===== config.mk =====
export PLATFORM = sky130hd
export DESIGN_NAME = safe_ldo_ctrl_otp_readback
export DESIGN_NICKNAME = d
export VERILOG_FILES = /design/src/safe_ldo_pkg.sv /design/src/otp_shadow_mem.sv /design/src/pin_sync.sv /design/src/safe_ldo_ctrl_otp_readback.sv
export SDC_FILE = /design/constraint.sdc
export NUM_CORES = 2
export LEC_CHECK = 0
export CORE_ASPECT_RATIO = 0.9
export CORE_MARGIN = 2
export CORE_UTILIZATION = 35
export CTS_CLUSTER_SIZE = 8
export DETAILED_ROUTE_END_ITERATION = 6
export DONT_BUFFER_PORTS = 1
export PLACE_DENSITY_LB_ADDON = 0.15
export SYNTH_ARGS = -nofsm -noshare
export SYNTH_HDL_FRONTEND = slang
export SYNTH_HIERARCHICAL = 1
export SYNTH_SLANG_ARGS = --single-unit

===== constraint.sdc =====
create_clock -name ref_clk_i -period 2.6 [get_ports ref_clk_i]
set_input_delay 0.26 -clock ref_clk_i [delete_from_list [all_inputs] [get_ports ref_clk_i]]
set_output_delay 0.26 -clock ref_clk_i [all_outputs]
set_load 0.01 [all_outputs]

===== src/safe_ldo_pkg.sv =====
package safe_ldo_pkg;

    // register offsets on the internal register port
    localparam logic [7:0] CONTROL_OFFSET      = 8'h86;
    localparam logic [7:0] PIN_SELECT_OFFSET   = 8'h87;
    localparam logic [7:0] OTP_ADDRESS_OFFSET  = 8'h88;
    localparam logic [7:0] OTP_DATA_OFFSET     = 8'h89;

    // field positions in the control register
    localparam int VOLTAGE_SELECT_BIT = 7;
    localparam int ENABLE_MODE_LSB    = 0;
    localparam int ENABLE_MODE_MSB    = 1;

    // enable mode codes
    localparam logic [1:0] MODE_OFF      = 2'h0;
    localparam logic [1:0] MODE_CHARGER  = 2'h1;
    localparam logic [1:0] MODE_PIN      = 2'h2;
    localparam logic [1:0] MODE_RESERVED = 2'h3;

    // voltage select codes
    localparam logic VOLTAGE_5V0 = 1'b0;
    localparam logic VOLTAGE_3V3 = 1'b1;

    // values after reset
    localparam logic [7:0] CONTROL_RESET     = 8'h00;
    localparam logic [7:0] PIN_SELECT_RESET  = 8'h00;
    localparam logic [7:0] OTP_ADDRESS_RESET = 8'h00;
    localparam logic [7:0] READ_DATA_RESET   = 8'h00;
    localparam logic [7:0] UNMAPPED_DATA     = 8'h00;

    // control bits that are not implemented read as zero
    localparam logic [7:0] CONTROL_MASK = 8'h83;

    // boot copy: cycles between otp address and otp data
    localparam int OTP_READ_LATENCY = 1;

    typedef enum logic [2:0] {
        BOOT_IDLE = 3'b001,
        BOOT_COPY = 3'b010,
        BOOT_DONE = 3'b100
    } boot_state_type;

endpackage


===== src/otp_shadow_mem.sv =====
`timescale 1ns/10ps
`default_nettype none

module otp_shadow_mem #(
    parameter int ADDR_WIDTH = 8,
    parameter int DATA_WIDTH = 8
) (
    // clock and reset
    input  wire logic                  ref_clk_i,
    input  wire logic                  rstn_i,
    // write port, used only by the boot copy
    input  wire logic                  wr_en_i,
    input  wire logic [ADDR_WIDTH-1:0] wr_addr_i,
    input  wire logic [DATA_WIDTH-1:0] wr_data_i,
    // read port, data registered
    input  wire logic [ADDR_WIDTH-1:0] rd_addr_i,
    output logic      [DATA_WIDTH-1:0] rd_data_o
);

    localparam int DEPTH = 1 << ADDR_WIDTH;

    logic [DATA_WIDTH-1:0] mem_q [DEPTH];
    logic [DATA_WIDTH-1:0] rd_data_q;
    logic [DATA_WIDTH-1:0] rd_data_d;

    always_comb begin
        rd_data_d = mem_q[rd_addr_i];
    end

    // storage has no reset; the boot copy fills every entry
    always_ff @(posedge ref_clk_i) begin
        if (wr_en_i) begin
            mem_q[wr_addr_i] <= wr_data_i;
        end
    end

    always_ff @(posedge ref_clk_i or negedge rstn_i) begin
        if (!rstn_i) begin
            rd_data_q <= '0;
        end else begin
            rd_data_q <= rd_data_d;
        end
    end

    assign rd_data_o = rd_data_q;

endmodule // otp_shadow_mem

`default_nettype wire


===== src/pin_sync.sv =====
`timescale 1ns/10ps
`default_nettype none

module pin_sync #(
    parameter int WIDTH = 1
) (
    // clock and reset
    input  wire logic             ref_clk_i,
    input  wire logic             rstn_i,
    // asynchronous levels in, synchronous levels out
    input  wire logic [WIDTH-1:0] async_i,
    output logic      [WIDTH-1:0] sync_o
);

    logic [WIDTH-1:0] meta_q;
    logic [WIDTH-1:0] meta_d;
    logic [WIDTH-1:0] sync_q;
    logic [WIDTH-1:0] sync_d;

    always_comb begin
        meta_d = async_i;
        sync_d = meta_q;
    end

    // the first stage feeds only the second stage
    always_ff @(posedge ref_clk_i or negedge rstn_i) begin
        if (!rstn_i) begin
            meta_q <= '0;
            sync_q <= '0;
        end else begin
            meta_q <= meta_d;
            sync_q <= sync_d;
        end
    end

    assign sync_o = sync_q;

endmodule // pin_sync

`default_nettype wire


===== src/safe_ldo_ctrl_otp_readback.sv =====
// Notes on behaviour
// control bit 7 picks output voltage, 0 gives 5.0V, 1 gives 3.3V.
// enable code 0x0 keeps the regulator off whatever the charger does.
// enable code 0x1 turns the regulator on exactly while charger present.
// code 0x2 needs charger present and the selected pin condition true.
// software must never program the reserved enable code 0x3.
// each pin-select bit adds its pin; selected pin levels are ORed.
// a read-write eight-bit register chooses the shadow entry read back.
// boot copies the whole one-time memory into the shadow file first.
// the read-only data register returns the addressed entry; writes ignored.
// a written reserved enable code keeps the regulator off.
`timescale 1ns/10ps
`default_nettype none

module safe_ldo_ctrl_otp_readback #(
    parameter int PIN_COUNT       = 8,
    parameter int OTP_ADDR_WIDTH  = 8,
    parameter int DATA_WIDTH      = 8
) (
    // clock and reset
    input  wire logic                      ref_clk_i,
    input  wire logic                      rstn_i,

    // register port from the serial host interface
    input  wire logic                      reg_wr_en_i,
    input  wire logic                      reg_rd_en_i,
    input  wire logic [7:0]                reg_addr_i,
    input  wire logic [DATA_WIDTH-1:0]     reg_wr_data_i,
    output logic      [DATA_WIDTH-1:0]     reg_rd_data_o,
    output logic                           reg_rd_valid_o,
    output logic                           reg_addr_hit_o,

    // pins, asynchronous to ref_clk_i
    input  wire logic                      charger_input_i,
    input  wire logic [PIN_COUNT-1:0]      multipurpose_pin_i,

    // one-time memory read port used by the boot copy
    output logic      [OTP_ADDR_WIDTH-1:0] otp_addr_o,
    output logic                           otp_rd_en_o,
    input  wire logic [DATA_WIDTH-1:0]     otp_data_i,

    // regulator controls and status
    output logic                           safe_ldo_enable_o,
    output logic                           safe_ldo_voltage_select_o,
    output logic                           boot_done_o
);

    localparam logic [OTP_ADDR_WIDTH-1:0] LAST_ENTRY = '1;

    // decode helpers
    // the regulator decision sits in one function so that every mode
    // code, the reserved one too, is decided in one place
    function automatic logic is_mapped(input logic [7:0] addr);
        is_mapped = (addr == safe_ldo_pkg::CONTROL_OFFSET)
                 || (addr == safe_ldo_pkg::PIN_SELECT_OFFSET)
                 || (addr == safe_ldo_pkg::OTP_ADDRESS_OFFSET)
                 || (addr == safe_ldo_pkg::OTP_DATA_OFFSET);
    endfunction

    // decide the regulator state from mode, charger and pin condition
    function automatic logic ldo_on(input logic [1:0] mode,
                                    input logic       charger,
                                    input logic       pin_cond);
        logic result;
        result = 1'b0;
        unique case (mode)
            safe_ldo_pkg::MODE_OFF:      result = 1'b0;
            safe_ldo_pkg::MODE_CHARGER:  result = charger;
            safe_ldo_pkg::MODE_PIN:      result = charger & pin_cond;
            safe_ldo_pkg::MODE_RESERVED: result = 1'b0;
        endcase
        ldo_on = result;
    endfunction

    // pin synchronisers
    // a pin change reaches the enable output three cycles later
    logic                 charger_sync;
    logic [PIN_COUNT-1:0] pin_sync_lvl;

    pin_sync #(
        .WIDTH (1)
    ) u_charger_sync (
        .ref_clk_i (ref_clk_i),
        .rstn_i    (rstn_i),
        .async_i   (charger_input_i),
        .sync_o    (charger_sync)
    );

    pin_sync #(
        .WIDTH (PIN_COUNT)
    ) u_pin_sync (
        .ref_clk_i (ref_clk_i),
        .rstn_i    (rstn_i),
        .async_i   (multipurpose_pin_i),
        .sync_o    (pin_sync_lvl)
    );

    // boot copy of the one-time memory into the shadow file
    // runs once after every reset; register access may overlap it
    safe_ldo_pkg::boot_state_type boot_state_q;
    safe_ldo_pkg::boot_state_type boot_state_d;
    logic [OTP_ADDR_WIDTH-1:0]    boot_addr_q;
    logic [OTP_ADDR_WIDTH-1:0]    boot_addr_d;
    logic                         fetch_q;
    logic                         fetch_d;
    logic [OTP_ADDR_WIDTH-1:0]    fetch_addr_q;
    logic [OTP_ADDR_WIDTH-1:0]    fetch_addr_d;
    logic                         boot_done_q;
    logic                         boot_done_d;

    // the otp macro answers one cycle after its address, so the write
    // trails the fetch by one cycle and uses the captured address
    always_comb begin
        boot_state_d = boot_state_q;
        boot_addr_d  = boot_addr_q;
        fetch_d      = 1'b0;
        fetch_addr_d = boot_addr_q;
        boot_done_d  = boot_done_q;
        unique case (boot_state_q)
            safe_ldo_pkg::BOOT_IDLE: begin
                boot_state_d = safe_ldo_pkg::BOOT_COPY;
                boot_addr_d  = '0;
            end
            safe_ldo_pkg::BOOT_COPY: begin
                fetch_d = 1'b1;
                if (boot_addr_q == LAST_ENTRY) begin
                    boot_state_d = safe_ldo_pkg::BOOT_DONE;
                end else begin
                    boot_addr_d = boot_addr_q + 1'b1;
                end
            end
            safe_ldo_pkg::BOOT_DONE: begin
                // readback offered only after the last entry landed
                boot_done_d = ~fetch_q;
            end
        endcase
    end

    always_ff @(posedge ref_clk_i or negedge rstn_i) begin
        if (!rstn_i) begin
            boot_state_q <= safe_ldo_pkg::BOOT_IDLE;
            boot_addr_q  <= '0;
            fetch_q      <= 1'b0;
            fetch_addr_q <= '0;
            boot_done_q  <= 1'b0;
        end else begin
            boot_state_q <= boot_state_d;
            boot_addr_q  <= boot_addr_d;
            fetch_q      <= fetch_d;
            fetch_addr_q <= fetch_addr_d;
            boot_done_q  <= boot_done_d;
        end
    end

    assign otp_addr_o  = boot_addr_q;
    assign otp_rd_en_o = (boot_state_q == safe_ldo_pkg::BOOT_COPY);
    assign boot_done_o = boot_done_q;

    // software registers
    // a write lands on the edge that takes the strobe
    logic [DATA_WIDTH-1:0] control_q;
    logic [DATA_WIDTH-1:0] control_d;
    logic [PIN_COUNT-1:0]  pin_select_q;
    logic [PIN_COUNT-1:0]  pin_select_d;
    logic [OTP_ADDR_WIDTH-1:0] otp_address_q;
    logic [OTP_ADDR_WIDTH-1:0] otp_address_d;
    logic [DATA_WIDTH-1:0] shadow_rd_data;

    always_comb begin
        control_d     = control_q;
        pin_select_d  = pin_select_q;
        otp_address_d = otp_address_q;
        if (reg_wr_en_i) begin
            unique case (reg_addr_i)
                safe_ldo_pkg::CONTROL_OFFSET: begin
                    // unimplemented bits are dropped; the reserved code is
                    // stored as written and decoded as off
                    control_d = reg_wr_data_i & safe_ldo_pkg::CONTROL_MASK;
                end
                safe_ldo_pkg::PIN_SELECT_OFFSET: begin
                    pin_select_d = reg_wr_data_i[PIN_COUNT-1:0];
                end
                safe_ldo_pkg::OTP_ADDRESS_OFFSET: begin
                    otp_address_d = reg_wr_data_i[OTP_ADDR_WIDTH-1:0];
                end
                // the data register is read-only: a write is dropped
                safe_ldo_pkg::OTP_DATA_OFFSET: begin
                end
                default: begin
                end
            endcase
        end
    end

    always_ff @(posedge ref_clk_i or negedge rstn_i) begin
        if (!rstn_i) begin
            control_q     <= safe_ldo_pkg::CONTROL_RESET;
            pin_select_q  <= safe_ldo_pkg::PIN_SELECT_RESET[PIN_COUNT-1:0];
            otp_address_q <= safe_ldo_pkg::OTP_ADDRESS_RESET;
        end else begin
            control_q     <= control_d;
            pin_select_q  <= pin_select_d;
            otp_address_q <= otp_address_d;
        end
    end

    // shadow file: written by boot, read at the programmed address
    otp_shadow_mem #(
        .ADDR_WIDTH (OTP_ADDR_WIDTH),
        .DATA_WIDTH (DATA_WIDTH)
    ) u_shadow (
        .ref_clk_i (ref_clk_i),
        .rstn_i    (rstn_i),
        .wr_en_i   (fetch_q),
        .wr_addr_i (fetch_addr_q),
        .wr_data_i (otp_data_i),
        .rd_addr_i (otp_address_q),
        .rd_data_o (shadow_rd_data)
    );

    // register read path, answer one cycle after the request
    // read data hold between reads so that a late look still finds them
    // unchanged
    logic [DATA_WIDTH-1:0] rd_data_q;
    logic [DATA_WIDTH-1:0] rd_data_d;
    logic                  rd_valid_q;
    logic                  rd_valid_d;

    always_comb begin
        rd_data_d  = safe_ldo_pkg::UNMAPPED_DATA;
        rd_valid_d = reg_rd_en_i;
        if (reg_rd_en_i) begin
            unique case (reg_addr_i)
                safe_ldo_pkg::CONTROL_OFFSET: begin
                    rd_data_d = control_q;
                end
                safe_ldo_pkg::PIN_SELECT_OFFSET: begin
                    rd_data_d = pin_select_q;
                end
                safe_ldo_pkg::OTP_ADDRESS_OFFSET: begin
                    rd_data_d = otp_address_q;
                end
                safe_ldo_pkg::OTP_DATA_OFFSET: begin
                    // entries before the copy finishes are not trusted
                    rd_data_d = boot_done_q ? shadow_rd_data
                                            : safe_ldo_pkg::UNMAPPED_DATA;
                end
                default: begin
                    rd_data_d = safe_ldo_pkg::UNMAPPED_DATA;
                end
            endcase
        end else begin
            rd_data_d = rd_data_q;
        end
    end

    always_ff @(posedge ref_clk_i or negedge rstn_i) begin
        if (!rstn_i) begin
            rd_data_q  <= safe_ldo_pkg::READ_DATA_RESET;
            rd_valid_q <= 1'b0;
        end else begin
            rd_data_q  <= rd_data_d;
            rd_valid_q <= rd_valid_d;
        end
    end

    assign reg_rd_data_o  = rd_data_q;
    assign reg_rd_valid_o = rd_valid_q;
    assign reg_addr_hit_o = is_mapped(reg_addr_i);

    // regulator control
    // registered, so decode steps of a register write never reach the pin
    logic pin_condition;
    logic ldo_en_q;
    logic ldo_en_d;
    logic vsel_q;
    logic vsel_d;

    always_comb begin
        pin_condition = |(pin_sync_lvl & pin_select_q);
        ldo_en_d = ldo_on(control_q[safe_ldo_pkg::ENABLE_MODE_MSB:
                                    safe_ldo_pkg::ENABLE_MODE_LSB],
                          charger_sync, pin_condition);
        vsel_d   = control_q[safe_ldo_pkg::VOLTAGE_SELECT_BIT];
    end

    always_ff @(posedge ref_clk_i or negedge rstn_i) begin
        if (!rstn_i) begin
            ldo_en_q <= 1'b0;
            vsel_q   <= safe_ldo_pkg::VOLTAGE_5V0;
        end else begin
            ldo_en_q <= ldo_en_d;
            vsel_q   <= vsel_d;
        end
    end

    assign safe_ldo_enable_o         = ldo_en_q;
    assign safe_ldo_voltage_select_o = vsel_q;

endmodule // safe_ldo_ctrl_otp_readback

`default_nettype wire


== Yosys cells after proc, flatten, opt, wreduce, memory -nomap -nowiden ==
Memory sizes are Yosys's and may differ from the RTL's. A register that Yosys moved wholly into a read port is not among the register bits.
Cells that the tools add are included.

* Add/sub/neg operators: 1
* Multipliers: 0
* Divide/modulo/power cells: 0
* Magnitude comparators: 0
* Equality and inequality tests: 13
* Shift-type cells: 0
* Mux-type cells: 10
* Bitwise gates (word level): 3
* Reductions and logical operators: 13

{| class="wikitable"
|+ Operators with widths
! cell !! count
|-
| 8-bit == test, second input constant || 5
|-
| 8-bit one-hot mux with 4 select lines || 1
|-
| 8-bit 2-to-1 mux || 2
|-
| 8-bit one-hot mux with 2 select lines || 1
|-
| 2-bit AND reduction || 5
|-
| 8-bit by 1-bit adder with 8-bit output, second input constant || 1
|-
| 8-bit AND || 1
|-
| 8-bit OR reduction || 1
|-
| 3-bit one-hot mux with 2 select lines || 1
|-
| 2-bit == test, second input constant || 2
|-
| 3-bit by 1-bit == test with 1-bit output, second input constant || 1
|-
| 3-bit by 2-bit == test with 1-bit output, second input constant || 1
|-
| 3-bit == test, second input constant || 1
|-
| 1-bit logical OR || 3
|-
| 1-bit 2-to-1 mux || 3
|-
| 3-bit 2-to-1 mux || 1
|-
| 1-bit one-hot mux with 3 select lines || 1
|-
| 2-bit by 1-bit == test with 1-bit output, second input constant || 1
|-
| 2-bit logical NOT || 1
|-
| 2-bit by 1-bit inequality test with 1-bit output, second input constant || 1
|-
| 2-bit inequality test, second input constant || 1
|-
| 2-bit nonzero test || 1
|-
| 2-bit OR reduction || 1
|-
| 1-bit AND || 1
|-
| 2 further kinds || 2
|}

* Flip-flop bits (word level): 69
* Latch bits: 0
* Memory bits (writable): 2,048
* Bits in read-only memories: 0
* Input bits: 37
* Output and inout port bits: 22
* Logic and storage cells: 57
* Memories kept: 1

{| class="wikitable"
|+ Memory list
! memory !! words !! bits a word !! rd ports !! clocked after Yosys merged registers in !! wr ports !! line !! source
|-
| u_shadow.mem_q || 256 || 8 || 1 || 1 || 1 || otp_shadow_mem.sv:22 || <nowiki>logic [DATA_WIDTH-1:0] mem_q [DEPTH];</nowiki>
|}

== Longest topological paths before layout ==
* Word-level depth: 4
* Mapped depth: 12
* Depth with buffers taken out: 6

== Cells and area by module ==
Netlist, hierarchy kept.

{| class="wikitable"
|+ Modules (own cells, without submodules)
! module !! times used !! cells each !! area an instance (µm²) !! sequential area each (µm²)
|-
| otp_shadow_mem || 1 || 3,795 || 80,038.0 || 61,699.2
|-
| safe_ldo_ctrl_otp_readback || 1 || 172 || 2,247.2 || 1,277.5
|-
| pin_sync (u_pin_sync) || 1 || 16 || 400.4 || 400.4
|-
| pin_sync (u_charger_sync) || 1 || 2 || 50.0 || 50.0
|}

== Worst setup path after synthesis ==
No wires, ideal clock.

* Path kind: register to register
* Start: register otp_address_q[0]
* End: register u_shadow.rd_data_q[7] (netlist: u_shadow/rd_data_o[7]), read port of u_shadow.mem_q
* Setup time: 135 ps
* Data arrival time: 2,223 ps
* Required time: 2,465 ps
* Path slack: 241 ps
* Stages on the path, launching flop included: 10
* Path buffers: 4
* Path through: dfrtp_1 buf_6 buf_12 buf_6 buf_6 mux4_2 a221oi_1 o22ai_1 a211oi_2 nor4_2

{| class="wikitable"
|+ RTL lines
! what !! line !! source
|-
| start, declared || safe_ldo_ctrl_otp_readback.sv:165 || <nowiki>logic [OTP_ADDR_WIDTH-1:0] otp_address_q;</nowiki>
|-
| start signal, assigned || safe_ldo_ctrl_otp_readback.sv:199 || <nowiki>otp_address_q <= safe_ldo_pkg::OTP_ADDRESS_RESET;</nowiki>
|-
| start signal, assigned || safe_ldo_ctrl_otp_readback.sv:203 || <nowiki>otp_address_q <= otp_address_d;</nowiki>
|-
| end, declared || otp_shadow_mem.sv:23 || <nowiki>logic [DATA_WIDTH-1:0] rd_data_q;</nowiki>
|}

==> impl_metrics.env <==
export IMPL_synthTopCellsByArea="edfxtp_1, mux4_2, dfrtp_1, mux2i_1, nor2_1"
export IMPL_fmax_mhz=336
export IMPL_max_cap_viol_count=0
export IMPL_drt_wl_total_um=237000
export IMPL_clk_pin_slew_ps=50
export IMPL_met1_usage_pct=28.5
export IMPL_max_vdd_ir_drop_uv=657
export IMPL_wl_per_cell_um=29.3
export IMPL_ys_flop_type="edfxtp_1"
export IMPL_finClkSkew_ps=66.8
export IMPL_slew_viol_final=0
export IMPL_gp_congestion=0.802
export IMPL_cp_required_ps=3390
export IMPL_dr_pass1_iters=6
export IMPL_use_met2_pct=30.6
export IMPL_netlist_instances=3985
export IMPL_synth_cell_area_um2=82700
export IMPL_grt_busiest_layer="met2"
export IMPL_grtUsageMet3_pct=3.44
export IMPL_whs_ps=-517
export IMPL_clock_sinks=2125
export IMPL_final_instance_count_excl_fill=8103
export IMPL_powerDensity_nw_per_um2=755
export IMPL_rsz0062_at_grt="true"
export IMPL_reg2reg_slack_ps=-380
export IMPL_placement_rows=169
export IMPL_worstSetupEndpointType="flop"
export IMPL_worst_r2r_path_depth=11
export IMPL_setup_violations=8
export IMPL_cts_buffers_inserted=316
export IMPL_core_um2=235000
export IMPL_startpoint_type="flop"
export IMPL_clockBufferDepth=4
export IMPL_grt_max_degree=257
export IMPL_yosysWarnings=6
export IMPL_fillCellCount=20500
export IMPL_cts_tree="yes"
export IMPL_period_needed_ps=2980
export IMPL_post_route_util_pct=43.3
export IMPL_arrival_ps=3770
export IMPL_min_to="u_shadow/mem_q[102][0]$_DFFE_PP_"
export IMPL_grt_pass1_vias=44200
export IMPL_relSlewSlack_pct=23.6
export IMPL_die_h_um=465
export IMPL_dpl_worst_slack_ps=-1040
export IMPL_drc=0
export IMPL_syn_to_final_growth_pct=23.1
export IMPL_hold_violations=1182
export IMPL_r2r_start="otp_address_q[0]$_DFFE_PN0P_"
export IMPL_cts_htree_levels=5
export IMPL_multi_input_comb_area_um2=18600
export IMPL_synth_top_area_share_pct=74.3
export IMPL_ant_nets=0
export IMPL_grt_pass1_wl_um=336000
export IMPL_hold_path_class="in2reg"
export IMPL_avgSynthCellArea_um2=20.8
export IMPL_fin_ws_ps=-380
export IMPL_place_inst=7557
export IMPL_crit_type="reg2reg"
export IMPL_gr_usage_all_layers_pct=19.6
export IMPL_synth_common_cells="edfxtp_1, mux4_2, nor2_1"
export IMPL_via_per_inst=5.31
export IMPL_regArea_um2=63400
export IMPL_io_pins=59
export IMPL_synth_most_common_cell="edfxtp_1"
export IMPL_post_synth_num_cell_types=80
export IMPL_outcome="finished, violations left"
export IMPL_drive_gt1_share_pct=34.9
export IMPL_worst_slew_pin_slew_ps=1150
export IMPL_syn_nets=4023
export IMPL_cts_root_buf="clkbuf_16"
export IMPL_overflow=0
export IMPL_r2r_end="u_shadow/rd_data_o[7]$_DFF_PN0_"
export IMPL_port_buffers=0
export IMPL_antenna_found_initial=14
export IMPL_worstHoldStart="otp_data_i[0]"
export IMPL_die_w_um=516
export IMPL_ys_ff_latch=2125
export IMPL_synth_edf_count=2048
export IMPL_clkLatencyLatePin_ps=910
export IMPL_synth_seq_area_share_pct=76.7
export IMPL_drt_iter0_drc=4010
export IMPL_yosysTopAreaCell="edfxtp_1"
export IMPL_die_area_um2=240000
export IMPL_p_leak_nw=32.3
export IMPL_violations="hold timing, setup timing"
export IMPL_hold_depth=0
export IMPL_fin_nets=4888
export IMPL_synthArstFlopShare_pct=3.62
export IMPL_num_vias=43100
export IMPL_start_util_pct=35.2
export IMPL_final_period_utilization_pct=115
export IMPL_dp_hpwl_um=141000
export IMPL_cp_max_fo=10
==> where the power goes <==
part,total (mW),switching [mW],internal (mW)
clock network,35.9,13.8,22.0
logic,3.27,1.72,1.55
registers,37.8,0.109,37.7
==> final cells by class <==
type	instances	share of cell area, %
multi-input combinational	1612	18.3
tap	3163	3.88
sequential	2125	62.3
antenna	8	0.0197
timing repair buffer	786	7.25
clock buffer	392	8.19
inverter	9	0.0332
clock inverter	8	0.0688
==> cells in the final DEF (no fill, tap or decap), types with 68 or more instances in the layout <==
cell	synthesis	layout
a22oi_1	97	78
buf_4	16	626
clkbuf_1	108	68
clkbuf_16	0	324
dfrtp_1	76	70
edfxtp_1	2048	2048
mux2i_1	164	163
mux4_2	445	445
nand2_1	89	89
nor2_1	285	281
==> cell families (layout without fill, tap and decap cells) <==
logic type,Yosys count,count (layout),synth area share [%]
compound gates,396,396,3.51
simple gates,570,570,3.25
fa+ha+maj,1,1,0.0151
buf+inv,248,1195,1.96
other cells,0,8,0
flops,2125,2125,76.7
mux,644,644,14.6
xor+xnor,1,1,0.0106
==> per-layer routing <==
| layer | vias to the layer above | share of wire (%) |
|---|---|---|
| li1 | 18300 | - |
| met1 | 23200 | 45 |
| met2 | 1262 | 47 |
| met3 | 321 | 5.8 |
| met4 | 2 | 2.1 |
| met5 | - | 0.0097 |
==> worst max path at each step <==
| stage | start | end | slack, ps | depth (start not counted) |
|---|---|---|---|---|
| final | otp_address_q[0]$_DFFE_PN0P_ | u_shadow/rd_data_o[7]$_DFF_PN0_ | -380 | 11 |
| after global routing | otp_address_q[0]$_DFFE_PN0P_ | u_shadow/rd_data_o[7]$_DFF_PN0_ | -400 | 11 |
| after CTS | otp_address_q[0]$_DFFE_PN0P_ | u_shadow/rd_data_o[7]$_DFF_PN0_ | -370 | 11 |
| after detailed placement | otp_address_q[0]$_DFFE_PN0P_ | u_shadow/rd_data_o[5]$_DFF_PN0_ | -1040 | 10 |
| after global placement | otp_address_q[0]$_DFFE_PN0P_ | u_shadow/rd_data_o[5]$_DFF_PN0_ | -1030 | 11 |
| after floorplan | otp_address_q[0]$_DFFE_PN0P_ | u_shadow/rd_data_o[7]$_DFF_PN0_ | 240 | 9 |
==> per-stage QoR <==
stage          setup TNS (ps)  total power [mW]  area [um2]
2_1_floorplan               0              39.9       82700
3_3_place_gp            -6910              41.2       90800
3_5_place_dp            -6850              41.1       90800
4_1_cts                 -2590              77.6      101000
5_1_grt                 -2740              79.3      102000
6_report                -2210              76.9      102000
==> flip-flops by register name, summed over array words and instances, names as in the netlist, 3 cells and up <==
| name | cells |
|---|---|
| otp_address_q | 8 |
| pin_select_q | 8 |
| boot_state_q | 3 |
| control_q | 3 |
| fetch_addr_q | 8 |
| u_shadow/mem_q | 2048 |
| u_pin_sync/sync_o | 8 |
| otp_addr_o | 8 |
| u_pin_sync/meta_q | 8 |
| reg_rd_data_o | 8 |
| u_shadow/rd_data_o | 8 |
==> critical path, stage by stage (launching register included) <==
cell and delay [ps]:
dfrtp_4 440, buf_12 120, buf_12 160, buf_16 170, buf_4 160, mux4_2 550, a22oi_1 230, buf_4 160
nand4_1 230, nor3_4 400, buf_6 180, nor4_2 40
==> what timing repair did <==
action | 4_1_cts | 5_1_grt
hold buffers | 53 | 3
cloned | 5 | 2
setup endpoints to repair | 8 | 13
buffers inserted | 41 | 41
gates resized for setup | 125 | 107
endpoints found under the hold margin | 2162 | 1915
pin swaps | 22 | 36
Power figures use the tool's default switching activity.
